--- config.mk ---
export PLATFORM = sky130hd
export DESIGN_NAME = drcg_top
export DESIGN_NICKNAME = d
export VERILOG_FILES = /design/src/drcg_pkg.sv /design/src/drcg_top.sv
export SDC_FILE = /design/constraint.sdc
export NUM_CORES = 1
export LEC_CHECK = 0
export BUFFER_PORTS_ARGS = -buffer_cell sky130_fd_sc_hd__clkbuf_2
export CAP_MARGIN = 20
export CORE_MARGIN = 10
export CORE_UTILIZATION = 48
export CTS_CLUSTER_SIZE = 40
export DETAILED_ROUTE_END_ITERATION = 10
export PLACE_DENSITY = 0.79
export SLEW_MARGIN = 20
export SYNTH_ARGS = -nofsm -noshare
export SYNTH_HDL_FRONTEND = slang
export SYNTH_SLANG_ARGS = --single-unit
--- constraint.sdc ---
create_clock -name MCLK -period 2.4 [get_ports MCLK]
set_clock_uncertainty 0.15 [all_clocks]
set_input_delay 0.48 -clock MCLK [delete_from_list [all_inputs] [get_ports MCLK]]
set_output_delay 0.48 -clock MCLK [all_outputs]
set_load 0.1 [all_outputs]
--- src/drcg_pkg.sv ---
// package for the dual-rank command gate and power-down block
// assumes a single clock MCLK that stands for the true/complement clock crossing
package drcg_pkg;
    localparam int RANK_COUNT       = 2;
    localparam int ADDR_WIDTH       = 17;
    localparam int MFC_WIDTH        = 3;
    localparam int MFC_LSB          = 14;
    localparam int BANK_COUNT       = 16;
    localparam int CMD_WIDTH        = 4;
    localparam logic [1:0] SR_IDLE  = 2'h0;
    // power state of one rank, one-hot
    typedef enum logic [3:0] {
        DRCG_ON  = 4'b0001,
        DRCG_PPD = 4'b0010,
        DRCG_APD = 4'b0100,
        DRCG_SR  = 4'b1000
    } drcg_state_type;
endpackage

--- src/drcg_top.sv ---
// dual-rank command qualification and clock-enable power control
// assumes the controller drives selects, enables and command synchronous to MCLK
`timescale 1ns/1ns
module drcg_top
    import drcg_pkg::*;
#(
    parameter int RANKS = RANK_COUNT
) (
    input  wire logic                  MCLK,
    input  wire logic                  RESETN,
    input  wire logic                  RANK0_CLOCK_ENABLE,
    input  wire logic                  RANK1_CLOCK_ENABLE,
    input  wire logic                  RANK0_CHIP_SELECT_N,
    input  wire logic                  RANK1_CHIP_SELECT_N,
    input  wire logic                  RANK0_TERMINATION_ENABLE,
    input  wire logic                  RANK1_TERMINATION_ENABLE,
    input  wire logic                  ACTIVATE_N,
    input  wire logic [MFC_WIDTH-1:0]  CMD_IN,
    input  wire logic [ADDR_WIDTH-1:0] ADDR_IN,
    input  wire logic [RANKS-1:0]      SELF_REFRESH_REQ,
    input  wire logic [RANKS-1:0]      BANKS_OPEN,
    output logic      [RANKS-1:0]      CMD_VALID,
    output logic      [RANKS-1:0]      CMD_IS_ACTIVATE,
    output logic      [CMD_WIDTH-1:0]  CMD_CODE [RANKS],
    output logic      [ADDR_WIDTH-1:0] ROW_ADDR [RANKS],
    output logic      [RANKS-1:0]      TERM_ON,
    output logic      [RANKS-1:0]      CLOCKS_RUN,
    output logic      [RANKS-1:0]      CMD_BUF_ON,
    output logic      [RANKS-1:0]      CLK_BUF_ON,
    output logic      [RANKS-1:0]      TERM_BUF_ON,
    output logic      [RANKS-1:0]      IN_SELF_REFRESH,
    output logic      [RANKS-1:0]      IN_POWER_DOWN
);
    // ************************************************************
    // elaboration check
    // ************************************************************
    if (RANKS != RANK_COUNT) begin : g_bad_ranks
        $error("drcg_top serves exactly two ranks");
    end

    logic [RANKS-1:0] cke_in;
    logic [RANKS-1:0] cs_n_in;
    logic [RANKS-1:0] odt_in;
    assign cke_in  = {RANK1_CLOCK_ENABLE, RANK0_CLOCK_ENABLE};
    assign cs_n_in = {RANK1_CHIP_SELECT_N, RANK0_CHIP_SELECT_N};
    assign odt_in  = {RANK1_TERMINATION_ENABLE, RANK0_TERMINATION_ENABLE};

    // buffer enables per state
    function automatic logic [2:0] drcg_bufs(input drcg_state_type s);
        case (s)
            DRCG_ON:  drcg_bufs = 3'b111;
            DRCG_PPD: drcg_bufs = 3'b011;
            DRCG_APD: drcg_bufs = 3'b011;
            DRCG_SR:  drcg_bufs = 3'b000;
            default:  drcg_bufs = 3'b000;
        endcase
    endfunction

    // ************************************************************
    // per-rank logic
    // ************************************************************
    genvar r;
    for (r = 0; r < RANKS; r++) begin : g_rank
        drcg_state_type state_reg;
        drcg_state_type state_next;
        logic           cke_prev_reg;
        logic [2:0]     bufs;
        logic           powered;

        assign bufs    = drcg_bufs(state_reg);
        assign powered = (state_reg == DRCG_ON);

        always_comb begin
            state_next = state_reg;
            case (state_reg)
                DRCG_ON: begin
                    if (!cke_in[r] && cke_prev_reg) begin
                        if (BANKS_OPEN[r])
                            state_next = DRCG_APD;
                        else if (SELF_REFRESH_REQ[r] && !cs_n_in[r])
                            state_next = DRCG_SR;
                        else
                            state_next = DRCG_PPD;
                    end
                end
                DRCG_PPD, DRCG_APD: begin
                    if (cke_in[r])
                        state_next = DRCG_ON;
                end
                DRCG_SR: begin
                    if (cke_in[r])
                        state_next = DRCG_ON;
                end
                default: state_next = DRCG_ON;
            endcase
        end

        // state advances only on the rank's own inputs
        always_ff @(posedge MCLK) begin
            if (!RESETN) begin
                state_reg    <= DRCG_ON;
                cke_prev_reg <= 1'b0;
            end else begin
                state_reg    <= state_next;
                cke_prev_reg <= cke_in[r];
            end
        end

        // command capture on the clock crossing, masked by chip select
        always_ff @(posedge MCLK) begin
            if (!RESETN) begin
                CMD_VALID[r]       <= 1'b0;
                CMD_IS_ACTIVATE[r] <= 1'b0;
                CMD_CODE[r]        <= '0;
                ROW_ADDR[r]        <= '0;
            end else begin
                CMD_VALID[r] <= !cs_n_in[r] && powered && cke_in[r];
                if (!cs_n_in[r] && powered && cke_in[r]) begin
                    CMD_IS_ACTIVATE[r] <= !ACTIVATE_N;
                    if (!ACTIVATE_N) begin
                        ROW_ADDR[r] <= {CMD_IN, ADDR_IN[MFC_LSB-1:0]};
                        CMD_CODE[r] <= '0;
                    end else begin
                        ROW_ADDR[r] <= ADDR_IN;
                        CMD_CODE[r] <= {cs_n_in[r], CMD_IN};
                    end
                end
            end
        end

        always_ff @(posedge MCLK) begin
            if (!RESETN)
                TERM_ON[r] <= 1'b0;
            else
                TERM_ON[r] <= odt_in[r] && bufs[0];
        end

        assign CLOCKS_RUN[r]      = powered;
        assign CMD_BUF_ON[r]      = bufs[2];
        assign CLK_BUF_ON[r]      = bufs[1];
        assign TERM_BUF_ON[r]     = bufs[0];
        assign IN_SELF_REFRESH[r] = (state_reg == DRCG_SR);
        assign IN_POWER_DOWN[r]   = (state_reg == DRCG_PPD) || (state_reg == DRCG_APD);

    end
endmodule // drcg_top

=== Word level (Yosys, flattened, before mapping) ===
Index checks and enable logic that the tools add are counted.

* Output and inout bits: 60
* Word-level logic and storage cells: 64
* Bits in registers: 58
* Input bits: 33

* Mux-type cells: 15
* Reductions and logical operators: 23
* Equal/unequal tests: 12

{| class="wikitable"
|+ Operator list
! operator !! number
|-
| $mux W4 || 10
|-
| $mux W17 || 1
|-
| $pmux W4 S2 || 2
|-
| $pmux W3 S2 || 2
|-
| $logic_and A1 B1 Y1 || 10
|-
| $eq A4 B1 Y1 const B || 2
|-
| $eq A4 B2 Y1 const B || 2
|-
| $eq A4 B3 Y1 const B || 2
|-
| $eq A4 B4 Y1 const B || 2
|-
| $ne A2 B1 Y1 const B || 4
|-
| $reduce_or A3 Y1 || 2
|-
| $logic_not A1 Y1 || 5
|-
| $reduce_and A2 Y1 || 2
|-
| $reduce_or A2 Y1 || 2
|-
| $logic_or A1 B1 Y1 || 2
|}

=== Longest topological paths before layout ===
* Depth after elaboration: 6
* Gate-level depth with buffers: 7
* Depth with buffers taken out: 4

=== Worst setup path before layout ===
No wires, ideal clock.

* Path type: register -> register
* From: reg g_rank[0].state_reg[3]
* To: reg g_rank[0].state_reg[0]
* Clock period less this slack: 4.265 ns
* Cell stages (with the launch flop): 6
* Library setup time: 0.128 ns
* Data required time: 2.122 ns
* Arrival: 3.988 ns
* Buffers on the path: 1
* Setup slack: -1.865 ns
* Path through: dfxtp_1 -> clkbuf_1 -> inv_1 -> nor4_1 -> a211oi_1 -> or3_1

* Cells in the longest elaborated chain, start to end: 4
* Elaborated cells on any way between the ends: 9
* Those cells by class: eq/ne (6); mux (1); reduce/logical (2)

{| class="wikitable"
|+ RTL lines
! what !! line !! RTL
|-
| start: declaration || drcg_top.sv:64 || <nowiki>drcg_state_type state_reg;</nowiki>
|-
| start signal: assignment || drcg_top.sv:104 || <nowiki>state_reg <= state_next;</nowiki>
|-
| $eq A4 B4 Y1 (*) || -- ||
|-
| via IN_SELF_REFRESH[0] || drcg_top.sv:31 || <nowiki>output logic [RANKS-1:0] IN_SELF_REFRESH,</nowiki>
|-
| $reduce_or A3 Y1 (no line) (*) || -- ||
|-
| $ne A2 B1 Y1 (no line) || -- ||
|-
| $reduce_and A2 Y1 (no line) || -- ||
|}

Mark *: on every way through the listed nets, which the timed path passes. The rest lies on a longest branch.
A chain may end at the register's enable or synchronous reset.

=== Worst setup path in the final report ===
* From: reg g_rank[1].state_reg[1]
* To: out TERM_BUF_ON[1]

* Cells in the longest elaborated chain, start to end: 3
* Elaborated cells on any way between the ends: 5
* Those cells by class: eq/ne (3); mux (1); reduce/logical (1)

{| class="wikitable"
|+ RTL lines
! what !! line !! RTL
|-
| start: declaration || drcg_top.sv:64 ||
|-
| start signal: assignment || drcg_top.sv:104 ||
|-
| $eq A4 B2 Y1 or $eq A4 B3 Y1 (tied branches) || drcg_top.sv:50 || <nowiki>case (s)</nowiki>
|-
| $reduce_or A2 Y1 (no line) || -- ||
|-
| $pmux W3 S2 (*) || drcg_top.sv:50 ||
|-
| end: declaration || drcg_top.sv:30 || <nowiki>output logic [RANKS-1:0] TERM_BUF_ON,</nowiki>
|}

Mark *: on every way between the ends. The rest lies on a longest branch, timed or not.

==> metrics.md <==
| Metric | Value |
|---|---|
| DR vias | 2214 |
| Reg-to-reg slack, setup | 330 ps |
| DR pass1 iterations | 4 |
| Average vias per placed instance | 5.09 |
| Pwr Density | 846 nW/um2 |
| Synth Area in Compound Gates | 0.140 |
| Crit path cell chain | xnor2_4, a211oi_4, buf_12 |
| First-pass GRT wire length | 10600 um |
| CTS H-tree depth | 3 |
| Post-synth EDFFs | 0 |
| Proportion of power drawn by flip-flops and latches | 0.388 |
| DP Worst Slack | 368 ps |
| Initial antenna violation count | 0 |
| Core box area | 4790 um2 |
| Post-DR wirelength/cell | 14.7 um |
| Vias in the first global route | 2212 |
| Design area | 3220 um2 |
| Post-synthesis simple-gate area fraction | 0.265 |
| Async S/R FF share, synth | 0 |
| Post-route minimum period | 2320 ps |
| Total power | 2.72 mW |
| Reg2reg start | g_rank[1].state_reg[1]$_SDFFE_PN0P_ |
| CTS tree | yes |
| Tcrit/Tclk final | 0.968 |
| Met3 wire len | 589 um |
| RR Endpoint | ROW_ADDR[14]$_SDFFE_PN0P_ |
| Cell Rows | 25 |
| Layout cells sized above 1 | 0.351 |
| Hold crit path type | in -> reg |
| Largest fanout on the critical path | 7 |
| I/O pin total | 93 |
| CTS root buf | clkbuf_8 |
| RSZ-0062 raised after global routing | false |
| Switching share of total power | 0.379 |
| Status | completed |
| Pins Over Slew Limit | 0 |
| Net Switching | 1.03 mW |
| Max reg flops | 34 |
| WS Path Type | reg -> out |
| Top layer reached by signal wires | met4 |
| Post-Syn Nets | 310 |
| Final setup viols | 0 |
| #FFs+latches synth | 58 |
| Antenna Diode Count | 0 |
| Share of total power in combinational logic | 0.306 |
| Synth warnings | 0 |
| Post-synthesis mux area share | 0.0210 |
| Routed Antenna Nets | 0 |
| CP Data Required Time | 1770 ps |
| Met1 WL | 2560 um |
| Total DRC errors in the routed layout | 0 |
| Int Pwr | 1.69 mW |
| Clock power share | 0.305 |
| Main combinational cell family by area after synthesis | simple AND/OR/NAND/NOR gates |
| Worst-margin pin slew | 569 ps |
| DRT iter0 DRCs | 71 |
| Buffers on Ports | 92 |
| Fmax | 0.430 GHz |
| CP arrival | 1690 ps |
| CTS Sinks | 58 |
| Sequential share of the synthesized area | 0.486 |
| Final Hold Viols | 0 |
| Synth Area in XOR/XNOR | 0.00734 |
| Pin count of the biggest net entering global routing | 26 |
| Clock transition at path regs | 60 ps |
| Syn avg cell area | 8.62 um2 |
| GP Congestion | 0.806 |
| Setup crit end kind | output port |
| Worst hold start | RANK1_TERMINATION_ENABLE |
| Fraction of the mapped netlist area in adder cells | 0 |
| Max-Slew Margin vs Limit | 0.622 |
| Clock buffer depth | 2 |
| Worst R2R Path Depth | 6 |
| Area post-placement | 3010 um2 |
| Detailed placement HPWL | 4830 um |
| Top FF cell, synth | dfxtp_1 |
| Core Util, Final | 0.672 |
| Tot GR Track Use | 0.156 |
| Layout area overhead | 34.7% |
| Starting Density | 0.499 |
| Total CTS buffers | 9 |
| Number of max-cap violations | 0 |
| Final worst-path setup slack | 76.7 ps |
| Startpoint Class | register |
| Count of hold-fix buffers inserted at cts | 0 |
| Hold EP | TERM_ON[1]$_SDFF_PN0_ |
| Slowest CP cell | dfxtp_1 |
| Leakage | 1.43 nW |
| Die height | 90.5 um |
| Syn Inst Count | 277 |
| Met2 WL post-DR | 3110 um |
| Setup TNS | 0 ps |
| Die Footprint | 8190 um2 |
| # nets final | 396 |
| Mapped cell area | 2390 um2 |
| Crit path largest cell delay | 660 ps |
| Synth unique cells | 37 |
| Max IR drop VDD | 0.466 mV |
| Worst Hold Path Cells | 2 |
| Total gr overflow | 0 |
| Worst skew pair latency | 320 ps |
| Final WL | 6380 um |
| Die Wd | 90.5 um |
logic make-up after synthesis:
family / after synthesis
buffers and inverters: 29
muxes: 5
AOI/OAI and AO/OA: 57
and+or+nand+nor: 126
xor gates and xnor gates: 2
DFF: 58
cells in the mapped netlist, types with 2 or more instances:
cell / count / share of area
nor2b_1: 5 / 0.013
and3_1: 4 / 0.010
nand2b_1: 5 / 0.013
buf_4: 8 / 0.025
buf_2: 3 / 0.0063
nand3_1: 10 / 0.021
nor2_1: 15 / 0.024
buf_6: 5 / 0.024
nor4_1: 2 / 0.0052
nor3_1: 3 / 0.0063
clkbuf_1: 9 / 0.014
mux2i_1: 5 / 0.021
or3_1: 2 / 0.0052
and3b_1: 2 / 0.0073
nand4b_1: 2 / 0.0073
a211oi_1: 11 / 0.035
o21ai_0: 4 / 0.0084
a21oi_1: 34 / 0.071
nand2_1: 66 / 0.10
and2_1: 2 / 0.0052
nand3b_2: 2 / 0.0094
o32ai_1: 2 / 0.0073
inv_1: 3 / 0.0047
dfxtp_1: 58 / 0.49
o31ai_1: 2 / 0.0063
nor4b_4: 2 / 0.020
area by class of cell:
type                            instances  area [um2]
Clock inverter                          3        40.0
Clock buffer                           13         139
Fill cell                             412        1570
Inverter                                3        11.3
Sequential cell                        58        1160
Timing Repair Buffer                  101         643
Multi-Input combinational cell        190        1140
Tap cell                               67        83.8
power by group through the flow:
stage	logic [mW]	clock network (mW)	registers, mW
finish	0.833	0.831	1.06
floorplan	0.365	0	1.38
global placement	0.822	0	1.07
detailed placement	0.829	0	1.08
CTS	0.830	0.853	1.06
global route	0.871	0.898	1.06
worst max-delay path: cells and delay by family (launching register included):
kind,cells,cell delay (ps)
xor gates and xnor gates,1,140
buffers and inverters,1,220
AOI/OAI and AO/OA,1,350
DFF,1,660
layer usage:
layer  up-vias  track usage
met3        11       0.0732
li1       1118            -
met2        64        0.251
met5         -            0
met1      1021        0.168
met4         0       0.0796
cell usage in the layout (no fill, tap or decap), types with 3 or more instances in the layout:
| cell type | count |
|---|---|
| clkbuf_2 | 81 |
| nand2_1 | 66 |
| dfxtp_1 | 56 |
| a21oi_1 | 34 |
| nor2_1 | 12 |
| buf_4 | 12 |
| a211oi_1 | 10 |
| nand3_1 | 10 |
| clkbuf_8 | 9 |
| buf_12 | 7 |
| nor2b_1 | 5 |
| nand2b_1 | 5 |
| mux2i_1 | 5 |
| o21ai_0 | 4 |
| and3_1 | 4 |
| clkbuf_1 | 4 |
| nor4b_4 | 3 |
| inv_1 | 3 |
worst max-delay path by stage:
stage | start | to | slack (ps) | depth (start not counted)
2_1_floorplan | g_rank[1].state_reg[2]$_SDFFE_PN0P_ | TERM_BUF_ON[1] | -60 | 3
5_1_grt | g_rank[1].state_reg[1]$_SDFFE_PN0P_ | CLK_BUF_ON[1] | 10 | 3
3_5_place_dp | g_rank[0].state_reg[0]$_SDFFE_PN1P_ | CMD_IS_ACTIVATE[0]$_SDFFE_PN0P_ | 370 | 5
6_report | g_rank[1].state_reg[1]$_SDFFE_PN0P_ | TERM_BUF_ON[1] | 80 | 3
4_1_cts | g_rank[1].state_reg[3]$_SDFFE_PN0P_ | IN_SELF_REFRESH[1] | 40 | 3
3_3_place_gp | g_rank[1].state_reg[1]$_SDFFE_PN0P_ | CLOCKS_RUN[1] | 430 | 3
metrics by stage:
stage	instances	hold WS, ps
2_1_floorplan	277	431
3_3_place_gp	416	291
3_5_place_dp	416	296
4_1_cts	432	216
5_1_grt	435	210
6_report	435	231
timing repair:
action                                  4_1_cts  5_1_grt
buffers inserted                              0        3
gates resized for setup                       0        3
endpoints found under the setup margin        0        5
Note: power is estimated with default switching activity, not from simulation.
